--- src/chop_route_defs.svh ---
// register indices, field positions and reset values of the configuration bank
`ifndef CHOP_ROUTE_DEFS_SVH
`define CHOP_ROUTE_DEFS_SVH

`define IDX_W            14
`define IDX_STATUS       14'h2100
`define IDX_BG_CHOP      14'h2106
`define IDX_DIFF         14'h210c
`define IDX_ROUTE_10_11  14'h2451
`define IDX_ROUTE_8_9    14'h2452
`define IDX_ROUTE_6_7    14'h2453
`define IDX_ROUTE_4_5    14'h2454
`define IDX_ROUTE_2_3    14'h2455
`define IDX_REF_CHOP     14'h2709

`define BG_CHOP_LSB      2
`define DIFF_LSB         4
`define ROUTE_LO_LSB     0
`define ROUTE_HI_LSB     4
`define REF_CHOP_LSB     6

`define BG_CHOP_RST      2'h0
`define REF_CHOP_RST     2'h0
`define DIFF_RST         4'h0
`define ROUTE_RST        3'h0
`define CHOP_STATE_RST   1'b1

`define RESP_OKAY        2'h0
`define RESP_SLVERR      2'h2

`endif

--- src/chop_route_pkg.sv ---
// types shared by the chop and pin routing configuration bank
package chop_route_pkg;
`include "chop_route_defs.svh"

   typedef enum logic [1:0] {
      BG_TOGGLE_A = 2'b00,
      BG_POSITIVE = 2'b01,
      BG_REVERSED = 2'b10,
      BG_TOGGLE_B = 2'b11
   } bg_chop_e;

   typedef enum logic [1:0] {
      REF_AUTO     = 2'b00,
      REF_POSITIVE = 2'b01,
      REF_NEGATIVE = 2'b10,
      REF_UNUSED   = 2'b11
   } ref_chop_e;

   typedef enum logic [2:0] {
      ROUTE_NONE     = 3'b000,
      ROUTE_RESERVED = 3'b001,
      ROUTE_TIMER0   = 3'b010,
      ROUTE_TIMER1   = 3'b011
   } route_e;

   typedef logic [`IDX_W-1:0] index_t;

   function automatic index_t addr_to_index(input logic [15:0] addr);
      return addr[15:2];
   endfunction

endpackage

--- src/reg_access_if.sv ---
// byte-wide register access between the bus port and the bank
`timescale 1ns/1ps
interface reg_access_if;
   import chop_route_pkg::*;
   logic       wr_stb;
   index_t     wr_index;
   logic [7:0] wr_byte;
   logic       wr_ok;
   index_t     rd_index;
   logic [7:0] rd_byte;
   logic       rd_ok;
   modport port (output wr_stb, output wr_index, output wr_byte, input wr_ok,
                 output rd_index, input rd_byte, input rd_ok);
   modport bank (input wr_stb, input wr_index, input wr_byte, output wr_ok,
                 input rd_index, output rd_byte, output rd_ok);
endinterface

--- src/axil_reg_port.sv ---
// axi4-lite slave that turns bus transfers into byte accesses of the bank
`timescale 1ns/1ps
module axil_reg_port
   import chop_route_pkg::*;
(
   input  wire logic        aclk,
   input  wire logic        aresetn,
   input  wire logic [15:0] awaddr,
   input  wire logic        awvalid,
   output logic             awready,
   input  wire logic [31:0] wdata,
   input  wire logic [3:0]  wstrb,
   input  wire logic        wvalid,
   output logic             wready,
   output logic [1:0]       bresp,
   output logic             bvalid,
   input  wire logic        bready,
   input  wire logic [15:0] araddr,
   input  wire logic        arvalid,
   output logic             arready,
   output logic [31:0]      rdata,
   output logic [1:0]       rresp,
   output logic             rvalid,
   input  wire logic        rready,
   reg_access_if.port       ra
);
   typedef struct packed {
      logic       aw_held;
      index_t     aw_idx;
      logic       w_held;
      logic [7:0] w_byte;
      logic       w_lane0;
      logic       bvalid;
      logic [1:0] bresp;
      logic       rvalid;
      logic [7:0] rbyte;
      logic [1:0] rresp;
   } port_s;

   port_s s;
   port_s next_s;

   assign awready     = !s.aw_held && !s.bvalid;
   assign wready      = !s.w_held && !s.bvalid;
   assign arready     = !s.rvalid;
   assign bvalid      = s.bvalid;
   assign bresp       = s.bresp;
   assign rvalid      = s.rvalid;
   assign rresp       = s.rresp;
   assign rdata       = {24'h000000, s.rbyte};
   // a write without lane 0 stores nothing but is still answered
   assign ra.wr_stb   = s.aw_held && s.w_held && !s.bvalid && s.w_lane0;
   assign ra.wr_index = s.aw_idx;
   assign ra.wr_byte  = s.w_byte;
   assign ra.rd_index = addr_to_index(araddr);

   always_comb begin
      next_s = s;
      if (awvalid && awready) begin
         next_s.aw_held = 1'b1;
         next_s.aw_idx  = addr_to_index(awaddr);
      end
      if (wvalid && wready) begin
         next_s.w_held  = 1'b1;
         next_s.w_byte  = wdata[7:0];
         next_s.w_lane0 = wstrb[0];
      end
      if (s.aw_held && s.w_held && !s.bvalid) begin
         next_s.aw_held = 1'b0;
         next_s.w_held  = 1'b0;
         next_s.bvalid  = 1'b1;
         next_s.bresp   = ra.wr_ok ? `RESP_OKAY : `RESP_SLVERR;
      end else if (s.bvalid && bready) begin
         next_s.bvalid = 1'b0;
      end
      if (arvalid && arready) begin
         next_s.rvalid = 1'b1;
         next_s.rbyte  = ra.rd_ok ? ra.rd_byte : 8'h00;
         next_s.rresp  = ra.rd_ok ? `RESP_OKAY : `RESP_SLVERR;
      end else if (s.rvalid && rready) begin
         next_s.rvalid = 1'b0;
      end
   end

   always_ff @(posedge aclk) begin
      if (!aresetn) begin
         s <= '0;
      end else begin
         s <= next_s;
      end
   end
endmodule

--- src/chop_sequencer.sv ---
// bandgap chop state stepped on rising edges of the multiplexer sync pulse
`timescale 1ns/1ps
module chop_sequencer
   import chop_route_pkg::*;
(
   input  wire logic     aclk,
   input  wire logic     aresetn,
   input  wire logic     multiplexer_sync_pulse,
   input  wire logic     accumulation_end,
   input  wire bg_chop_e mode,
   output logic          chop_state
);
   typedef struct packed {
      logic sync_d;
      logic chop;
   } seq_s;

   seq_s s;
   seq_s next_s;
   logic sync_rise;

   assign chop_state = s.chop;
   assign sync_rise  = multiplexer_sync_pulse && !s.sync_d;

   always_comb begin
      next_s        = s;
      next_s.sync_d = multiplexer_sync_pulse;
      if (sync_rise) begin
         case (mode)
            BG_POSITIVE: next_s.chop = 1'b1;
            BG_REVERSED: next_s.chop = 1'b0;
            BG_TOGGLE_A,
            BG_TOGGLE_B: next_s.chop = accumulation_end ? s.chop : !s.chop;
            default:     next_s.chop = s.chop;
         endcase
      end
   end

   always_ff @(posedge aclk) begin
      if (!aresetn) begin
         s <= {1'b0, `CHOP_STATE_RST};
      end else begin
         s <= next_s;
      end
   end
endmodule

--- src/frontend_chop_and_dio_route_cfg.sv ---
// configuration bank for front end chopping, differential pairs and pin routing
//
// Overview of operation
// - bandgap chop changes only on sync rising edge
// - 01 positive, 10 reversed, 00/11 toggle
// - toggle skipped at accumulation-ending sync edge
// - reference chop: 00 auto, 01 positive, 10 negative
// - four pair enables, reset zero, single-ended
// - pins 2..11 each own 3-bit selector, reset 0
// - pins sharing a resource are ORed together
// - codes: 0 none, 1 reserved, 2 timer0, 3 timer1
//
// index map, byte address four times the index:
//   2100 status, read-only: [0] chop state, [1] timer0, [2] timer1
//   2106 bandgap chop select in [3:2]
//   210c pair enables in [7:4], bit 4 pair 0-1 up to bit 7 pair 6-7
//   2451 pin10 route in [2:0], pin11 route in [6:4]
//   2452 pin8 and pin9, 2453 pin6 and pin7, same layout
//   2454 pin4 and pin5, 2455 pin2 and pin3, same layout
//   2709 reference chop select in [7:6]
// unmapped indices answer slave error and read zero; the reference
// chop code is only held and driven out, auto chopping lies outside
`timescale 1ns/1ps
module frontend_chop_and_dio_route_cfg
   import chop_route_pkg::*;
#(
   parameter int FIRST_PIN = 2,
   parameter int LAST_PIN  = 11
)
(
   input  wire logic        aclk,
   input  wire logic        aresetn,
   input  wire logic [15:0] awaddr,
   input  wire logic [2:0]  awprot,
   input  wire logic        awvalid,
   output logic             awready,
   input  wire logic [31:0] wdata,
   input  wire logic [3:0]  wstrb,
   input  wire logic        wvalid,
   output logic             wready,
   output logic [1:0]       bresp,
   output logic             bvalid,
   input  wire logic        bready,
   input  wire logic [15:0] araddr,
   input  wire logic [2:0]  arprot,
   input  wire logic        arvalid,
   output logic             arready,
   output logic [31:0]      rdata,
   output logic [1:0]       rresp,
   output logic             rvalid,
   input  wire logic        rready,
   input  wire logic        multiplexer_sync_pulse,
   input  wire logic        accumulation_end,
   input  wire logic [11:2] general_pin_in,
   output logic             bandgap_chop,
   output logic [1:0]       reference_chop_select,
   output logic             pair01_differential_enable,
   output logic             pair23_differential_enable,
   output logic             pair45_differential_enable,
   output logic             pair67_differential_enable,
   output logic             timer0_clock_gate_input,
   output logic             timer1_clock_gate_input
);
   import chop_route_pkg::*;

   // selector map and read-back layout are fixed to pins 2..11
   if (FIRST_PIN != 2) begin : g_bad_first_pin
      $error("FIRST_PIN must be 2 to match the selector map");
   end
   if (LAST_PIN != 11) begin : g_bad_last_pin
      $error("LAST_PIN must be 11 to match the selector map");
   end

   typedef struct packed {
      bg_chop_e          bg_chop_sel;
      ref_chop_e         ref_chop_sel;
      logic [3:0]        diff_en;
      logic [11:2][2:0]  route;
      logic              timer0;
      logic              timer1;
   } bank_s;

   bank_s        s;
   bank_s        next_s;
   reg_access_if ra ();
   logic         chop_state;
   logic         t0_any;
   logic         t1_any;

   // prot bits carry no meaning here; every access is treated alike
   axil_reg_port u_port (
      .aclk    (aclk),
      .aresetn (aresetn),
      .awaddr  (awaddr),
      .awvalid (awvalid),
      .awready (awready),
      .wdata   (wdata),
      .wstrb   (wstrb),
      .wvalid  (wvalid),
      .wready  (wready),
      .bresp   (bresp),
      .bvalid  (bvalid),
      .bready  (bready),
      .araddr  (araddr),
      .arvalid (arvalid),
      .arready (arready),
      .rdata   (rdata),
      .rresp   (rresp),
      .rvalid  (rvalid),
      .rready  (rready),
      .ra      (ra.port)
   );

   chop_sequencer u_chop (
      .aclk                   (aclk),
      .aresetn                (aresetn),
      .multiplexer_sync_pulse (multiplexer_sync_pulse),
      .accumulation_end       (accumulation_end),
      .mode                   (s.bg_chop_sel),
      .chop_state             (chop_state)
   );

   function automatic logic is_mapped(input index_t idx);
      case (idx)
         `IDX_STATUS,
         `IDX_BG_CHOP,
         `IDX_DIFF,
         `IDX_ROUTE_10_11,
         `IDX_ROUTE_8_9,
         `IDX_ROUTE_6_7,
         `IDX_ROUTE_4_5,
         `IDX_ROUTE_2_3,
         `IDX_REF_CHOP: is_mapped = 1'b1;
         default:       is_mapped = 1'b0;
      endcase
   endfunction

   // one selector pair per byte: even pin low nibble, odd pin high nibble
   function automatic logic [7:0] route_pair(input logic [2:0] lo, input logic [2:0] hi);
      route_pair = {1'b0, hi, 1'b0, lo};
   endfunction

   function automatic logic [7:0] read_byte(input index_t idx, input bank_s b,
                                            input logic chop);
      read_byte = 8'h00;
      case (idx)
         `IDX_STATUS:      read_byte = {5'h00, b.timer1, b.timer0, chop};
         `IDX_BG_CHOP:     read_byte = {4'h0, b.bg_chop_sel, 2'h0};
         `IDX_DIFF:        read_byte = {b.diff_en, 4'h0};
         `IDX_ROUTE_10_11: read_byte = route_pair(b.route[10], b.route[11]);
         `IDX_ROUTE_8_9:   read_byte = route_pair(b.route[8], b.route[9]);
         `IDX_ROUTE_6_7:   read_byte = route_pair(b.route[6], b.route[7]);
         `IDX_ROUTE_4_5:   read_byte = route_pair(b.route[4], b.route[5]);
         `IDX_ROUTE_2_3:   read_byte = route_pair(b.route[2], b.route[3]);
         `IDX_REF_CHOP:    read_byte = {b.ref_chop_sel, 6'h00};
         default:          read_byte = 8'h00;
      endcase
   endfunction

   assign ra.wr_ok   = is_mapped(ra.wr_index);
   assign ra.rd_ok   = is_mapped(ra.rd_index);
   assign ra.rd_byte = read_byte(ra.rd_index, s, chop_state);

   // resource decode, each resource the OR of all pins routed to it
   always_comb begin
      t0_any = 1'b0;
      t1_any = 1'b0;
      for (int p = 2; p <= 11; p++) begin
         case (route_e'(s.route[p]))
            ROUTE_TIMER0: t0_any = t0_any | general_pin_in[p];
            ROUTE_TIMER1: t1_any = t1_any | general_pin_in[p];
            // none and reserved codes feed nothing
            default: begin
            end
         endcase
      end
   end

   // writes land on the commit edge, the same edge that raises the port's bvalid
   always_comb begin
      next_s        = s;
      next_s.timer0 = t0_any;
      next_s.timer1 = t1_any;
      if (ra.wr_stb) begin
         case (ra.wr_index)
            `IDX_BG_CHOP: begin
               next_s.bg_chop_sel = bg_chop_e'(ra.wr_byte[`BG_CHOP_LSB +: 2]);
            end
            `IDX_DIFF: begin
               next_s.diff_en = ra.wr_byte[`DIFF_LSB +: 4];
            end
            `IDX_ROUTE_10_11: begin
               next_s.route[10] = ra.wr_byte[`ROUTE_LO_LSB +: 3];
               next_s.route[11] = ra.wr_byte[`ROUTE_HI_LSB +: 3];
            end
            `IDX_ROUTE_8_9: begin
               next_s.route[8] = ra.wr_byte[`ROUTE_LO_LSB +: 3];
               next_s.route[9] = ra.wr_byte[`ROUTE_HI_LSB +: 3];
            end
            `IDX_ROUTE_6_7: begin
               next_s.route[6] = ra.wr_byte[`ROUTE_LO_LSB +: 3];
               next_s.route[7] = ra.wr_byte[`ROUTE_HI_LSB +: 3];
            end
            `IDX_ROUTE_4_5: begin
               next_s.route[4] = ra.wr_byte[`ROUTE_LO_LSB +: 3];
               next_s.route[5] = ra.wr_byte[`ROUTE_HI_LSB +: 3];
            end
            `IDX_ROUTE_2_3: begin
               next_s.route[2] = ra.wr_byte[`ROUTE_LO_LSB +: 3];
               next_s.route[3] = ra.wr_byte[`ROUTE_HI_LSB +: 3];
            end
            `IDX_REF_CHOP: begin
               next_s.ref_chop_sel = ref_chop_e'(ra.wr_byte[`REF_CHOP_LSB +: 2]);
            end
            `IDX_STATUS: begin
               // live state only; a write is answered and dropped
            end
            // unmapped indices store nothing
            default: begin
            end
         endcase
      end
   end

   always_ff @(posedge aclk) begin
      if (!aresetn) begin
         s.bg_chop_sel  <= bg_chop_e'(`BG_CHOP_RST);
         s.ref_chop_sel <= ref_chop_e'(`REF_CHOP_RST);
         s.diff_en      <= `DIFF_RST;
         for (int p = 2; p <= 11; p++) begin
            s.route[p] <= `ROUTE_RST;
         end
         s.timer0       <= 1'b0;
         s.timer1       <= 1'b0;
      end else begin
         s <= next_s;
      end
   end

   // timers lag the pins one cycle so every output leaves a flip-flop
   assign bandgap_chop               = chop_state;
   assign reference_chop_select      = s.ref_chop_sel;
   assign pair01_differential_enable = s.diff_en[0];
   assign pair23_differential_enable = s.diff_en[1];
   assign pair45_differential_enable = s.diff_en[2];
   assign pair67_differential_enable = s.diff_en[3];
   assign timer0_clock_gate_input    = s.timer0;
   assign timer1_clock_gate_input    = s.timer1;
endmodule

--- config.mk ---
export PLATFORM = sky130hd
export DESIGN_NAME = frontend_chop_and_dio_route_cfg
export DESIGN_NICKNAME = d
export VERILOG_FILES = /design/src/chop_route_pkg.sv /design/src/reg_access_if.sv /design/src/axil_reg_port.sv /design/src/chop_sequencer.sv /design/src/frontend_chop_and_dio_route_cfg.sv
export VERILOG_INCLUDE_DIRS = /design/src /design/src/src
export SDC_FILE = /design/constraint.sdc
export NUM_CORES = 1
export LEC_CHECK = 0
export ABC_CLOCK_PERIOD_IN_PS = 2800
export BUFFER_PORTS_ARGS = -buffer_cell sky130_fd_sc_hd__buf_2
export CAP_MARGIN = 20
export CORE_UTILIZATION = 43
export DETAILED_ROUTE_END_ITERATION = 8
export PLACE_DENSITY = 0.7
export SLEW_MARGIN = 20
export SYNTH_ARGS = -nofsm -noshare
export SYNTH_HDL_FRONTEND = slang
export SYNTH_SLANG_ARGS = --single-unit
--- constraint.sdc ---
create_clock -name aclk -period 2.8 [get_ports aclk]
set_input_delay 0.28 -clock aclk [delete_from_list [all_inputs] [get_ports aclk]]
set_output_delay 0.28 -clock aclk [all_outputs]
set_load 0.01 [all_outputs]
==> summary.txt <==
Placement
  • Placed inst area: approximately 4400 sq um
  • Post-DP HPWL: between 7000 and 8000 um
  • Number of port buffers: a little under 80
  • Gpl congestion: 0.929
  • Setup WS pre-CTS: 0.714 ns

STA
  • Final Hold Viols: 0
  • Worst-margin pin slew: 0.520 ns
  • Worst slew margin: 0.652
  • Fmax: ~490 MHz
  • Final setup fails: 0
  • Fin worst setup slack: 0.741 ns
  • Fin Hold WS: 0.135 ns
  • Fin crit share: 0.735
  • Slew Limit Fails: 0
  • Setup TNS Final: 0 ns
  • Post-Route Skew: 0.0126 ns
  • Min cycle time layout: a little over 2 ns
  • RSZ-0062 raised after global routing: no

Power
  • Power, Total: 2.31 mW
  • Power Dens Cells: 499 nW/um^2
  • Peak VDD IR: ~0.00024 V
  • Leakage: about 1.8 nW

Route
  • Antenna Violating Nets Remaining: 0
  • Met3 wire length: ~560 um
  • Drt drc: 0
  • Post-Route WL: 9320 um
  • Pre-antenna DRT Iters: 4
  • DRT iter0 DRCs: 140
  • Max layer used: met4
  • Vias: 3395
  • Metal2 WL: 4260 um
  • DRT met1 WL: 4340 um
  • DR WL/cell: between 10 and 15 um
  • Via density per instance: 5.05

Setup path
  • Crit end category: flip-flop
  • R2R setup slack: approximately 0.74 ns
  • Max stage delay cell, worst path: and3b_1
  • Crit Reg-Reg Startpoint: u_port.ra.wr_index[5]$_SDFFE_PN0P_
  • Critical R2R Capture: s[21]$_SDFFE_PN0P_
  • Critical path launch point type: flip-flop
  • WP data required: 3.08 ns
  • Crit path kind: reg -> reg
  • CP max stage delay: 0.46 ns
  • CP arrival: 2.34 ns
  • Crit path cell chain: nor4_4, nand4_4, nor3_1, and3b_1, mux2i_1
  • R2R cell count: 5
  • Worst Path Max Fanout: 6

Logic synthesis
  • Flops & latches, synth: 79
  • Post-synth EDFFs: 0
  • Netlist cell types: 55
  • Count leader, synth: nand2_1
  • Post-synthesis sequential area ratio: 0.383
  • Syn Std Cell Area: 4130 sq um
  • Avg Cell Area, Syn: roughly 8.6 sq um
  • Post-synth top flop: dfxtp_1
  • Leading area contributor after synthesis: dfxtp_1
  • Top cells by area, synth: dfxtp_1 38%, mux2i_1 11%, nand2_1 8.5%
  • Synth async-reset ratio: 0
  • Yosys warns: 0
  • Top cells by count, synth: 93 x nand2_1, 79 x dfxtp_1, 44 x mux2i_1
  • Post-synth top area share: 0.383
  • Post-synthesis cell count: 480

Min path
  • Hold path endpoint: u_chop.s[1]$_SDFF_PN0_
  • Worst min path class: in -> reg
  • Hold Path Depth: 2
  • Min-delay src: multiplexer_sync_pulse

Final layout
  • Area grow syn2layout: 12.1%
  • Antenna diodes: 0
  • Nets: approximately 630
  • Fillers: 921
  • Post-route cell area: 4630 sq um
  • Layout cell share with drive strength beyond 1: 0.201

Status
  • Status: finished, final reports clean

Clock network
  • Post-CTS Setup Repair Bufs: 0
  • CTS max path bufs: 2
  • TritonCTS clock tree: yes
  • Clk sinks: 79
  • Worst-path clk slew: 0.09 ns
  • Clk_lat worst skew: 0.36 ns
  • Post-CTS Resized: 0
  • H-tree depth: 3
  • Root Driver: clkbuf_8
  • Cts bufs inserted: 9
  • Post-CTS Hold Buffers: 0

Floorplanning
  • Chip height: between 90 and 100 um
  • I/O Pins: 143
  • Initial Util: 0.445
  • DIE AREA: 10000 sq um
  • Core area: 9280 sq um
  • Die Width: 100 um
  • Site row count: 35

GRT
  • Gr ovfl total: 0
  • Largest net degree at the start of global routing: 27
  • Antenna violations before repair: 0
  • First-pass GRT wire length: 15100 um
  • Vias in the first global route: 3258
  • Total GRT Usage: 0.193

Flow run
  • Maxcap violations: 0
routing by layer:
layer,vias to the layer above,track usage
li1,1719,-
met4,0,0.0658
met5,-,0
met2,108,0.319
met1,1555,0.253
met3,13,0.0348
worst max-delay path by stage:
stage | startpoint | to | depth (start not counted)
global placement | araddr[3] | u_port.rdata[7]$_SDFFE_PN0P_ | 6
CTS | u_port.ra.wr_index[5]$_SDFFE_PN0P_ | s[16]$_SDFFE_PN0P_ | 5
detailed placement | araddr[3] | u_port.rdata[7]$_SDFFE_PN0P_ | 6
floorplan | u_port.bvalid$_SDFFE_PN0P_ | s[20]$_SDFFE_PN0P_ | 6
finish | u_port.ra.wr_index[5]$_SDFFE_PN0P_ | s[21]$_SDFFE_PN0P_ | 5
global route | u_port.bvalid$_SDFFE_PN0P_ | s[23]$_SDFFE_PN0P_ | 5
cells in the final DEF (no fill, tap or decap), types with 2 or more instances in the layout:
cell	instances
nand4b_1	3
nor4bb_1	2
nor3_4	3
o32ai_1	8
a22oi_1	6
o211a_1	2
nand3b_1	7
nand3_1	9
conb_1	26
o21ai_0	12
clkinv_4	3
nor3b_1	4
inv_1	16
and2_1	5
o31a_1	2
nor2_1	13
buf_4	2
nor3_1	9
nand4_1	5
buf_2	79
a21oi_1	20
clkbuf_8	11
mux2i_1	44
o22ai_1	4
dfxtp_1	79
nor2b_1	28
mux2_2	5
and3b_1	3
nand2_1	93
and3_1	2
a21boi_0	13
cells by family after synthesis:
family                     share of synthesized area
AOI/OAI and AO/OA                              0.129
xor gates and xnor gates                     0.00212
adders and majority gates                    0.00303
buffers and inverters                          0.108
DFF                                            0.383
muxes                                          0.120
other                                       0.000908
and+or+nand+nor                                0.254
layout make-up:
class                      instances  area (sq um)  area share
sequential                        79          1580       0.342
clock inverter                     5          65.1      0.0141
multi-input combinational        351          2200       0.475
inverter                          16          60.1      0.0130
timing repair buffer              81           410      0.0887
clock buffer                      11           151      0.0327
tap                              129           161      0.0349
report_power, final:
group / switching (mW) / internal, mW
sequential: 0.0377 / 1.15
clock: 0.433 / 0.468
combinational: 0.130 / 0.0883
registers in the layout, indices dropped and copies added (netlist names), 2 cells and up:
name and count:
u_port.ra.wr_byte 8, u_port.ra.wr_index 14, u_port.s 3, reference_chop_select 2, s 32, u_port.rdata 8
worst max-delay path: cells and delay by family (launching register included):
| family | cells | cell delay [ns] |
|---|---|---|
| and+or+nand+nor | 4 | 1.39 |
| DFF | 1 | 0.35 |
| muxes | 1 | 0.24 |
per-stage QoR:
step / util / instances
2_1_floorplan: - / 505
3_3_place_gp: 0.475 / 656
3_5_place_dp: 0.475 / 656
4_1_cts: 0.498 / 672
5_1_grt: 0.498 / 672
6_report: 0.498 / 672
(Power assumes the default switching activity.)
